File: config.mk
export PLATFORM = sky130hd
export DESIGN_NAME = sprt_core
export DESIGN_NICKNAME = d
export VERILOG_FILES = /design/src/sprt_pkg.sv /design/src/sprt_core.sv /design/src/sprt_sync.sv
export SDC_FILE = /design/constraint.sdc
export NUM_CORES = 1
export LEC_CHECK = 0
export BUFFER_PORTS_ARGS = -buffer_cell sky130_fd_sc_hd__buf_2
export CAP_MARGIN = 25
export CORE_ASPECT_RATIO = 0.75
export CORE_MARGIN = 2
export CORE_UTILIZATION = 53
export DETAILED_ROUTE_END_ITERATION = 10
export PLACE_DENSITY = 0.76
export SLEW_MARGIN = 20
export SYNTH_ARGS = -nofsm -noshare
export SYNTH_HDL_FRONTEND = slang
export SYNTH_SLANG_ARGS = --single-unit
File: constraint.sdc
create_clock -name clk -period 2.4 [get_ports clk]
set_clock_uncertainty 0.1 [all_clocks]
set_input_delay 0.24 -clock clk [delete_from_list [all_inputs] [get_ports clk]]
set_output_delay 0.24 -clock clk [all_outputs]
set_load 0.01 [all_outputs]
File: src/sprt_pkg.sv
// shared constants for the serial port ready-timing block
package sprt_pkg;
    // data-ready high time in master clock periods, before division by n
    localparam int unsigned READY_HIGH_BASE = 280;
    localparam int unsigned READY_HIGH_BASE_X2 = 560;
    // widths
    localparam int unsigned RESULT_WIDTH = 24;
    localparam int unsigned CMD_WIDTH = 8;
    localparam int unsigned HOLD_COUNT_WIDTH = 10;
    // reset values
    localparam logic READY_N_RESET = 1'b1;
    localparam logic SDO_RESET = 1'b1;
    // transfer direction
    typedef enum logic [2:0] {
        SPRT_IDLE = 3'b001,
        SPRT_WRITE = 3'b010,
        SPRT_READ = 3'b100
    } sprt_xfer_type;
endpackage : sprt_pkg

File: src/sprt_core.sv
// serial host port with data-ready flag timing
`timescale 1ns/100ps
// Operation
// - ready high at least 280/N or 560/N clocks
// - first read after update raises ready flag
// - repeat reads return same previous result
// - output data changes on falling serial clock, on rising with idle-low clock
// - input data sampled on rising serial clock, on falling with idle-low clock
module sprt_core #(
    parameter int unsigned RESULT_W = sprt_pkg::RESULT_WIDTH,
    parameter int unsigned CMD_W = sprt_pkg::CMD_WIDTH
) (
    // clock and reset
    input wire logic clk,
    input wire logic nrst,
    // serial pins from the host
    input wire logic cs_n,
    input wire logic sclk,
    input wire logic sdi,
    // serial data pin toward the host
    output logic sdo,
    output logic sdo_oe,
    // active-low data-ready flag
    output logic ready_n,
    // filter rate and doubler settings
    input wire logic clock_doubler_select,
    input wire logic rate_hi,
    input wire logic rate_lo,
    // conversion output update from the filter
    input wire logic result_valid,
    input wire logic [RESULT_W-1:0] result_data,
    // received command/data bytes
    output logic cmd_valid,
    output logic [CMD_W-1:0] cmd_data,
    // host asks for a result read instead of writing
    input wire logic read_request
);
    // settled copies of the pins
    logic [2:0] pins_sync;
    logic cs_n_s;
    logic sclk_s;
    logic sdi_s;

    sprt_sync #(
        .WIDTH(3)
    ) u_sync (
        .clk(clk),
        .nrst(nrst),
        .async_in({cs_n, sclk, sdi}),
        .reset_value(3'h6),
        .sync_out(pins_sync)
    );

    assign cs_n_s = pins_sync[2];
    assign sclk_s = pins_sync[1];
    assign sdi_s = pins_sync[0];

    // edge detection state
    logic sclk_d;
    logic cs_n_d;
    logic next_sclk_d;
    logic next_cs_n_d;
    logic sclk_rise;
    logic sclk_fall;
    logic cs_fall;

    // with an idle-low clock the edge roles swap
    // at frame start; the clock level seen at select picks the mode
    logic idle_low;
    logic next_idle_low;
    logic shift_edge;
    logic sample_edge;

    assign sclk_rise = sclk_s && !sclk_d;
    assign sclk_fall = !sclk_s && sclk_d;
    assign cs_fall = !cs_n_s && cs_n_d;
    // idle-low clock swaps roles, only legal with select toggled
    assign shift_edge = idle_low ? sclk_rise : sclk_fall;
    assign sample_edge = idle_low ? sclk_fall : sclk_rise;

    // transfer state
    sprt_pkg::sprt_xfer_type state;
    sprt_pkg::sprt_xfer_type next_state;
    logic [RESULT_W-1:0] shifter;
    logic [RESULT_W-1:0] next_shifter;
    logic [RESULT_W-1:0] result_hold;
    logic [RESULT_W-1:0] next_result_hold;
    logic [5:0] bit_count;
    logic [5:0] next_bit_count;
    logic next_sdo;
    logic next_sdo_oe;
    logic next_cmd_valid;
    logic [CMD_W-1:0] next_cmd_data;
    logic read_done;

    // ready flag timing
    logic next_ready_n;
    logic [sprt_pkg::HOLD_COUNT_WIDTH-1:0] hold_count;
    logic [sprt_pkg::HOLD_COUNT_WIDTH-1:0] next_hold_count;
    logic [sprt_pkg::HOLD_COUNT_WIDTH-1:0] hold_len;
    logic [1:0] rate_exp;
    // update held back while the high window still runs
    logic pend_valid;
    logic next_pend_valid;
    logic [RESULT_W-1:0] pend_data;
    logic [RESULT_W-1:0] next_pend_data;
    // update released to the result store this cycle
    logic update_take;
    logic [RESULT_W-1:0] update_data;

    // n is 2^(2*hi+lo); shifting the base divides by n
    assign rate_exp = {rate_hi, rate_lo};
    always_comb
    begin
        if (clock_doubler_select)
        begin
            hold_len = sprt_pkg::HOLD_COUNT_WIDTH'(sprt_pkg::READY_HIGH_BASE_X2 >> rate_exp);
        end
        else
        begin
            hold_len = sprt_pkg::HOLD_COUNT_WIDTH'(sprt_pkg::READY_HIGH_BASE >> rate_exp);
        end
    end

    // transfer next-state logic
    always_comb
    begin
        next_sclk_d = sclk_s;
        next_cs_n_d = cs_n_s;
        next_idle_low = idle_low;
        next_state = state;
        next_shifter = shifter;
        next_result_hold = result_hold;
        next_bit_count = bit_count;
        next_sdo = sdo;
        next_sdo_oe = sdo_oe;
        next_cmd_valid = 1'b0;
        next_cmd_data = cmd_data;
        read_done = 1'b0;
        // released update replaces the held result; a deferred one waits
        if (update_take)
        begin
            next_result_hold = update_data;
        end
        if (cs_n_s)
        begin
            // deselected: release the pin and wait
            next_state = sprt_pkg::SPRT_IDLE;
            next_sdo_oe = 1'b0;
            next_bit_count = '0;
        end
        else
        begin
            if (cs_fall)
            begin
                // clock level at select decides polarity
                next_idle_low = !sclk_s;
            end
            case (state)
                sprt_pkg::SPRT_IDLE:
                begin
                    if (read_request)
                    begin
                        // repeat reads reuse the held result
                        next_shifter = result_hold;
                        next_state = sprt_pkg::SPRT_READ;
                    end
                    else
                    begin
                        next_state = sprt_pkg::SPRT_WRITE;
                    end
                    next_bit_count = '0;
                end
                sprt_pkg::SPRT_READ:
                begin
                    if (shift_edge)
                    begin
                        // drive next bit on the shift edge: falling, or rising with an idle-low clock
                        next_sdo = shifter[RESULT_W-1];
                        next_sdo_oe = 1'b1;
                        next_shifter = {shifter[RESULT_W-2:0], 1'b0};
                        next_bit_count = bit_count + 6'h01;
                    end
                    if (sample_edge && bit_count == 6'(RESULT_W))
                    begin
                        // last bit taken by host: read complete
                        read_done = 1'b1;
                        next_state = sprt_pkg::SPRT_IDLE;
                        next_sdo_oe = 1'b0;
                    end
                end
                sprt_pkg::SPRT_WRITE:
                begin
                    if (sample_edge)
                    begin
                        // capture on the sample edge: rising, or falling with an idle-low clock
                        next_shifter = {shifter[RESULT_W-2:0], sdi_s};
                        if (bit_count == 6'(CMD_W - 1))
                        begin
                            next_cmd_valid = 1'b1;
                            next_cmd_data = {shifter[CMD_W-2:0], sdi_s};
                            next_bit_count = '0;
                        end
                        else
                        begin
                            next_bit_count = bit_count + 6'h01;
                        end
                    end
                end
                default:
                begin
                    next_state = sprt_pkg::SPRT_IDLE;
                end
            endcase
        end
    end

    // ready flag next-state: high after first read, low on update
    // an update inside the high window is parked, so the flag never
    // drops early and repeat reads keep seeing the old result
    always_comb
    begin
        next_ready_n = ready_n;
        next_hold_count = hold_count;
        next_pend_valid = pend_valid;
        next_pend_data = pend_data;
        update_take = 1'b0;
        update_data = pend_data;
        if (hold_count != '0)
        begin
            next_hold_count = hold_count - 1'b1;
        end
        if (result_valid)
        begin
            // newest update always wins the parking slot
            next_pend_valid = 1'b1;
            next_pend_data = result_data;
        end
        if (read_done && !ready_n)
        begin
            // first completed read raises the flag and starts the window
            next_ready_n = 1'b1;
            next_hold_count = hold_len;
        end
        else if (hold_count == '0 && (pend_valid || result_valid))
        begin
            // window expired: release the update and lower the flag
            update_take = 1'b1;
            update_data = result_valid ? result_data : pend_data;
            next_pend_valid = 1'b0;
            next_ready_n = 1'b0;
        end
    end

    // registers
    always_ff @(posedge clk)
    begin
        if (!nrst)
        begin
            sclk_d <= 1'b1;
            cs_n_d <= 1'b1;
            idle_low <= 1'b0;
            state <= sprt_pkg::SPRT_IDLE;
            shifter <= '0;
            result_hold <= '0;
            bit_count <= '0;
            sdo <= sprt_pkg::SDO_RESET;
            sdo_oe <= 1'b0;
            cmd_valid <= 1'b0;
            cmd_data <= '0;
            ready_n <= sprt_pkg::READY_N_RESET;
            hold_count <= '0;
            pend_valid <= 1'b0;
            pend_data <= '0;
        end
        else
        begin
            sclk_d <= next_sclk_d;
            cs_n_d <= next_cs_n_d;
            idle_low <= next_idle_low;
            state <= next_state;
            shifter <= next_shifter;
            result_hold <= next_result_hold;
            bit_count <= next_bit_count;
            sdo <= next_sdo;
            sdo_oe <= next_sdo_oe;
            cmd_valid <= next_cmd_valid;
            cmd_data <= next_cmd_data;
            ready_n <= next_ready_n;
            hold_count <= next_hold_count;
            pend_valid <= next_pend_valid;
            pend_data <= next_pend_data;
        end
    end
endmodule : sprt_core

File: src/sprt_sync.sv
// two-stage synchroniser for pin inputs
`timescale 1ns/100ps
module sprt_sync #(
    parameter int unsigned WIDTH = 1
) (
    // clock and reset
    input wire logic clk,
    input wire logic nrst,
    // asynchronous inputs and their settled copies
    input wire logic [WIDTH-1:0] async_in,
    input wire logic [WIDTH-1:0] reset_value,
    output logic [WIDTH-1:0] sync_out
);
    // first stage, read by the second stage only
    logic [WIDTH-1:0] stage1;
    logic [WIDTH-1:0] next_stage1;
    logic [WIDTH-1:0] next_sync_out;

    // next values: reset loads the idle level so no false edge follows
    always_comb
    begin
        if (!nrst)
        begin
            next_stage1 = reset_value;
            next_sync_out = reset_value;
        end
        else
        begin
            next_stage1 = async_in;
            next_sync_out = stage1;
        end
    end

    // register both stages
    always_ff @(posedge clk)
    begin
        stage1 <= next_stage1;
        sync_out <= next_sync_out;
    end
endmodule : sprt_sync

After elaboration in Yosys (flattened, before gate mapping)
Index checks and enable logic that the tools add are counted.
{ "classes": {"addsub": 2, "n_eq_ne": 9, "n_shift": 2, "n_mux": 30, "bitwise_logic": 4, "n_reduce_logical": 26} }
{ "op_table": {"columns": ["cell", "n"], "rows": [
  ["$mux 24", 6],
  ["$pmux 24 s3", 1],
  ["$mux 10", 3],
  ["$mux 6", 3],
  ["$pmux 6 s3", 1],
  ["$mux 1", 13],
  ["$logic_not 10->1", 1],
  ["$reduce_bool 10->1", 1],
  ["$shr 10x2->10 const A", 1],
  ["$shr 9x2->10 const A", 1],
  ["$sub 10x1->10 const B", 1],
  ["$pmux 3 s3", 1],
  ["$ne 2x2->1 const B", 4],
  ["$add 6x1->6 const B", 1],
  ["$eq 6x3->1 const B", 1],
  ["$eq 6x5->1 const B", 1],
  ["$logic_and 1x1->1", 6],
  ["$mux 3", 2],
  ["$reduce_and 2->1", 3],
  ["$reduce_and 3->1", 2],
  ["$reduce_and 5->1", 1],
  ["$logic_not 1->1", 4],
  ["$not 1->1", 4],
  ["$reduce_and 4->1", 1],
  ["other kinds (8)", 10]
]} }
{ "word_totals": {"regBits": 113, "inputBits": 34, "word_cells": 90} }

Logic depth before layout (Yosys ltp)
Gate-level depths: netlist of the first run.
{ "logic_depth": {"ltp_word": 9, "mapped_depth": 9} }

Cells and area by module
From an unflattened synthesis of the first run, not the netlist that was laid out.
{ "hier_totals": {"hier_cells": 491, "area_unflattened_um2": 5139.9} }
{ "by_module_without_submodules": {"columns": ["module", "n_inst", "cells_per_inst", "area_each_um2", "seq_area_each_um2"], "rows": [
  ["sprt_core", 1, 478, 4918.5, 2142.1],
  ["sprt_sync", 1, 13, 221.5, 120.1]
]} }

Least setup slack after synthesis of the first run
OpenSTA, ideal clock, no wires.
{ "synth_timing": {"path_kind": "reg-to-reg", "from": "reg hold_count[0] (netlist name)", "to": "reg result_hold[20]", "setup_time_ns": 0.116, "t_arrival_ns": 2.069, "t_required_ns": 2.184, "slack_ns": 0.115, "stages_incl_launch_ff": 9, "path_buffers": 2, "path_cell_list": "dfxtp_1 -> inv_1 -> ha_1 -> or4b_4 -> nor3_4 -> o221ai_2 -> buf_2 -> buf_6 -> a31o_1"} }
{ "synth_between": {"elab_chain_len": 4} }
{ "synth_lines": {"columns": ["item", "line", "text"], "rows": [
  ["from (decl)", "sprt_core.sv:98", "logic [sprt_pkg::HOLD_COUNT_WIDTH-1:0] hold_count;"],
  ["from (signal assigned)", "sprt_core.sv:290", "hold_count <= next_hold_count;"],
  ["$logic_not 10->1 *", "sprt_core.sv:245", "else if (hold_count == '0 && (pend_valid || result_valid))"],
  ["$logic_and 1x1->1 *", "sprt_core.sv:245", null],
  ["$mux 24 / $mux 1 (equally long branches)", "sprt_core.sv:245", null],
  ["$mux 24 / $mux 1 (equally long branches)", "sprt_core.sv:239", "if (read_done && !ready_n)"],
  ["to (signal assigned)", "sprt_core.sv:283", "result_hold <= next_result_hold;"],
  ["to (decl)", "sprt_core.sv:86", "logic [RESULT_W-1:0] result_hold;"]
]} }
Mark *: on every way between the ends. The rest lies on a longest branch, timed or not.
A chain may end at the register's enable or synchronous reset.

Final worst setup path of the first run
{ "layout_timing": {"from": "reg hold_count[0] (netlist name)", "to": "reg result_hold[2]"} }
Same word-level chain as after synthesis.

==> flow_summary.yaml, run 1 <==
synth:
  yosysWarnings: 0
  ys_types: 52
  ys_async_sr_fraction_pct: 0
  syn-num-nets: 534
  syn_area_um2: 4720
  seq_area_frac_synth_pct: 47.9
  yosys_register_bits: 113
  ys.flop_type: "dfxtp_1"
  post_synth.cell_area_avg_um2: 9.54
  synth_edf_count: 0
  syn_inst: 495
pwr:
  finalPower_uw: 5660
  peakVddDrop_mv: 0.759
  leakage_uw: 0.00229
  power.density_nw_per_um2: 971
timing:
  timing.slew.headroom_pct: 46.1
  fin_tns_setup_ps: 0
  post-route-min-period_ps: 2230
  slew_violations: 0
  tightest_slew_ps: 809
  setup_violations: 0
  fin_crit_sh_pct: 92.9
  finalHoldViolCount: 0
  fmax_mhz: 449
  rsz0062_at_grt: "false"
drt:
  firstDrtPassIters: 7
  drt_iter0_drc: 215
  routed-via-count: 3822
  viasPerCell: 5.68
  drc_errors: 4
  routedWlPerCell_um: 15.1
  drt_wl_total_um: 10200
  antenna_left: 0
cts:
  insertion_delay_ps: 410
  cts_buffers: 17
  post_cts_buffers: 0
  root_buffer: "clkbuf_16"
  path_clk_slew_ps: 50
  htree_levels: 4
  clk_path_buf_depth: 2
  clock-sinks: 113
  cts_tree: "yes"
floorplan:
  die_x_um: 113
  core_area_um2: 8560
  die_area_um2: 9690
  fp-row-count: 29
  dieHeight_um: 85.8
  pin_count: 46
  start_util_pct: 55.2
layout:
  area_delta_synth_final_pct: 23.5
  final_nets: 592
  post-route-util_pct: 68.1
  diodes: 0
  stdcell_count: 673
  drive_above_1_share_pct: 20.7
run_status:
  violations: "DRC"
  status: "finished, violations left"
critical_path:
  path_cells: "inv_1 > ha_2 > or4b_4 > nor3_4 > o221ai_4 > buf_12 > nor3_1 > a31o_2"
  worst_setup_path_start_kind: "flip-flop"
  crit_fanout: 25
  critPathKind: "flip-flop to flip-flop"
  crit_path_top_delay_cell: "or4b_4"
  cp.required_ps: 2650
  max_stage_delay_ps: 520
  critical_path_arrival_ps: 2480
  worstSetupEndpointType: "flip-flop"
  worstReg2RegStart: "hold_count[0]"
  startpoint: "hold_count[0]"
grt:
  grt_pass1_wl_um: 17100
  grt_max_degree: 88
  overflow: 0
  antenna_found_initial: 0
  gr-usage-all-layers_pct: 22.2
  grt_pass1_vias: 3637
placement:
  port_buffers: 45
  dp.final_hpwl_um: 6450
  placedCellCount: 626
  gp_congestion: 0.814
min_path:
  worstHoldStart: "result_data[16]"
  hp-class: "primary input to flip-flop"
run:
  max_cap_viol_count: 0
==> path summary, 6_finish.rpt <==
path                                      endpoint  slack (ps)  cells past startpoint
worst min register to register  u_sync.sync_out[1]         310                      1
worst min-delay path                 pend_data[16]          10                      3
worst max-delay path                result_hold[2]         170                      8
worst max register to register      result_hold[2]         170                      8
==> what timing repair did <==
item | CTS | global route
resized for setup | 0 | 4
endpoints found under the setup margin | 0 | 8
hold buffers | 16 | 0
hold endpoints to repair | 16 | 0
==> worst max-delay path, delay by kind of cell (launching register included) <==
family | cells | cell delay [ps]
and+or+nand+nor | 3 | 930
DFF | 1 | 310
AOI/OAI and AO/OA | 2 | 300
buffers and inverters | 2 | 300
adders and majority gates | 1 | 220
==> placed cells by master (no fill, tap or decap), drive strengths merged, types with 2 or more instances in the layout <==
| cell type | netlist | routed |
|---|---|---|
| nand2b | 10 | 10 |
| nor3 | 33 | 33 |
| nor4 | 3 | 3 |
| buf | 11 | 58 |
| nor3b | 5 | 5 |
| and2 | 2 | 2 |
| a211oi | 29 | 29 |
| nor2 | 71 | 71 |
| nand3b | 3 | 3 |
| nand2 | 13 | 13 |
| nor2b | 5 | 5 |
| dfxtp | 113 | 113 |
| and3b | 2 | 2 |
| a21oi | 11 | 11 |
| and3 | 2 | 2 |
| nand3 | 8 | 8 |
| a31o | 25 | 25 |
| or3b | 2 | 2 |
| or4 | 4 | 4 |
| xnor2 | 6 | 6 |
| ha | 5 | 5 |
| mux2i | 55 | 55 |
| o21a | 4 | 4 |
| clkbuf | 24 | 25 |
| a31oi | 2 | 2 |
| o21ai | 13 | 13 |
| a21o | 2 | 2 |
| or3 | 3 | 3 |
| or2 | 2 | 2 |
| clkinv | 1 | 5 |
| a311oi | 2 | 2 |
| dlygate4sd3 | 0 | 16 |
| inv | 9 | 10 |
| mux2 | 3 | 3 |
==> where the power goes <==
group / internal (uW) / switching, uW
logic: 534 / 575
clock network: 1510 / 793
registers: 2090 / 162
total: 4130 / 1530
==> per-layer routing <==
metal / GRT usage, % / wire length (um)
met5: 0 / 0
met1: 27.0 / 4680
met4: 7.54 / 92
met3: 7.84 / 480
met2: 36.9 / 4930
==> flip-flops by register name, indices dropped and copies added (netlist names), 3 cells and up <==
signal	cells
u_sync.sync_out	3
cmd_data	8
bit_count	6
shifter	24
state	3
result_hold	24
u_sync.stage1	3
hold_count	10
pend_data	24
==> per-stage QoR <==
step | setup WS, ps | hold WS (ps) | cell area [um^2]
2_1_floorplan | 115 | 241 | 4720
3_3_place_gp | 243 | 301 | 5110
3_5_place_dp | 168 | 295 | 5110
4_1_cts | 137 | 1.80 | 5820
5_1_grt | 17.8 | 21.8 | 5830
6_report | 170 | 11.4 | 5830
==> cells in the mapped netlist (all sizes together), types with 4 or more instances <==
cell | n | area, um^2
a21oi | 11 | 58.8
o21a | 4 | 30.0
nor3b | 5 | 37.5
a31o | 25 | 219
nand3 | 8 | 40.0
nand2b | 10 | 62.6
o21ai | 13 | 65.1
nor2 | 71 | 267
nor2b | 5 | 31.3
buf | 11 | 60.1
dfxtp | 113 | 2260
nand2 | 13 | 48.8
a211oi | 29 | 218
xnor2 | 6 | 52.6
ha | 5 | 62.6
mux2i | 55 | 551
or4 | 4 | 30.0
nor3 | 33 | 176
clkbuf | 24 | 90.1
inv | 9 | 33.8
==> area by class of cell <==
cell class,count,area [um^2]
clock buffer,25,495
clock inverter,6,55.1
fill,664,2730
inverter,10,37.5
multi-input combinational,337,2310
sequential,113,2260
tap,108,135
timing repair buffer,74,533
==> cell families after synthesis <==
kind of cell             after synthesis  synth area share (%)
multiplexers                          58                  12.4
adder cells (fa/ha/maj)                5                  1.32
AND/OR/NAND/NOR                      171                  18.1
AO/OA/AOI/OAI                         96                  15.1
buffers and inverters                 45                  3.97
XOR/XNOR                               7                  1.30
flip-flops                           113                  47.9
No activity file was read; power rests on OpenSTA's default activity.
==> inputs of run 2 (changes only) <==
--- a/config.mk
+++ b/config.mk
@@ -11,7 +11,7 @@
 export CORE_MARGIN = 2
 export CORE_UTILIZATION = 53
 export DETAILED_ROUTE_END_ITERATION = 10
-export PLACE_DENSITY = 0.76
+export PLACE_DENSITY_LB_ADDON = 0.05
 export SLEW_MARGIN = 20
 export SYNTH_ARGS = -nofsm -noshare
 export SYNTH_HDL_FRONTEND = slang
==> flow_summary.yaml, run 2 (synthesis results as in run 1) <==
run_status:
  status: "finished, violations left"
  violations: "DRC"
critical_path:
  worstSetupEndpointType: "flip-flop"
  r2r_end: "result_hold[14]"
  worst_setup_path_start_kind: "flip-flop"
  critPathKind: "flip-flop to flip-flop"
  worstReg2RegStart: "state[2]"
  cp.required_ps: 2600
  rrSetupSlack_ps: 200
  r2r_cells: 6
  critical_path_arrival_ps: 2400
  crit_fanout: 21
cts:
  path_clk_slew_ps: 50
  clock-sinks: 113
  post_cts_buffers: 0
  htree_levels: 4
  cts_buffers: 17
  cts_tree: "yes"
  clk_path_buf_depth: 2
  root_buffer: "clkbuf_16"
  insertion_delay_ps: 410
timing:
  finalHoldViolCount: 0
  fin_tns_setup_ps: 0
  setup_violations: 0
  fmax_mhz: 454
  timing.slew.headroom_pct: 55.0
  post-route-min-period_ps: 2200
  rsz0062_at_grt: "false"
  fin_crit_sh_pct: 91.7
  slew_violations: 0
  tightest_slew_ps: 667
grt:
  grt_pass1_wl_um: 16600
  grt_pass1_vias: 3541
  grt_max_degree: 88
  overflow: 0
  gr-usage-all-layers_pct: 21.7
  antenna_found_initial: 0
layout:
  final_cell_mix: "113 x dfxtp_1, 71 x nor2_1, 55 x mux2i_1"
  layout_commonest_cell: "dfxtp_1"
  fillers: 684
  diodes: 0
  area_delta_synth_final_pct: 24.0
  post-route-util_pct: 68.4
  final_nets: 588
  drive_above_1_share_pct: 21.4
  reg.largest.list: "pend_data: 24 flops, result_hold: 24 flops, shifter: 24 flops"
drt:
  routedWlPerCell_um: 14.5
  drt_wl_total_um: 9700
  drt_iter0_drc: 222
  firstDrtPassIters: 8
  routed-via-count: 3691
  viasPerCell: 5.51
  antenna_left: 0
  drc_errors: 2
placement:
  gp_congestion: 0.863
  port_buffers: 45
  dp.final_hpwl_um: 6180
run:
  max_cap_viol_count: 0
pwr:
  peakVddDrop_mv: 0.540
  leakage_uw: 0.00230
  power.density_nw_per_um2: 997
floorplan:
  die_area_um2: 9690
  fp-row-count: 29
  start_util_pct: 55.2
  dieHeight_um: 85.8
  pin_count: 46
  core_area_um2: 8560
  die_x_um: 113
min_path:
  whs_path_depth: 3
  worstHoldStart: "result_data[10]"
  hold-path-endpoint: "pend_data[10]"
  hp-class: "primary input to flip-flop"
## run 2: what timing repair did
item	4_1_cts	5_1_grt
hold buffers	12	0
resized for setup	0	2
endpoints found under the setup margin	0	8
endpoints found under the hold margin	12	0
## run 2: area by class of cell
class                      count  area (um^2)  share of cell area [%]
inverter                      10         37.5                   0.641
sequential                   113         2260                    38.6
tap                          108          135                    2.31
multi-input combinational    337         2310                    39.5
timing repair buffer          70          505                    8.63
clock inverter                11          135                    2.31
clock buffer                  21          470                    8.03
## run 2: routing by layer
metal	track usage (%)	part of all wire, %
met1	28.6	48
met5	0	0
met3	5.37	4.7
met2	34.0	46
met4	9.76	1.1
## run 2: worst max-delay path by stage
stage	start	slack, ps	depth (start not counted)	to
global placement	hold_count[0]	230	8	result_hold[22]
detailed placement	hold_count[0]	180	8	result_hold[19]
global route	u_sync.sync_out[1]	4	5	bit_count[0]
finish	state[2]	200	6	result_hold[14]
CTS	hold_count[0]	130	8	result_hold[6]
floorplan	hold_count[0]	120	8	result_hold[20]
## run 2: per-stage QoR
stage | hold slack [ps] | total power [uW] | area (um^2) | setup WS, ps | cells
2_1_floorplan | 241 | 3030 | 4720 | 115 | 495
3_5_place_dp | 300 | 3320 | 5120 | 177 | 626
4_1_cts | 0.769 | 5870 | 5850 | 133 | 670
5_1_grt | 24.7 | 6130 | 5860 | 4.37 | 670
6_report | 1.07 | 5840 | 5860 | 199 | 670
3_3_place_gp | 299 | 3280 | 5120 | 225 | 626
## run 2: power by group
group | internal [uW] | total [uW] | leakage (uW) | switching, uW
clock network | 1700 | 2530 | 0.000298 | 830
registers | 2080 | 2240 | 0.000922 | 160
logic | 509 | 1070 | 0.00107 | 556
total | 4290 | 5840 | 0.00230 | 1550
## run 2: critical path, stage by stage, from the launching register on
cell,delay (ps)
dfxtp_1,490
nand2b_1,200
or4_1,520
o221ai_4,220
buf_4,270
nor3_1,80
a31o_2,220
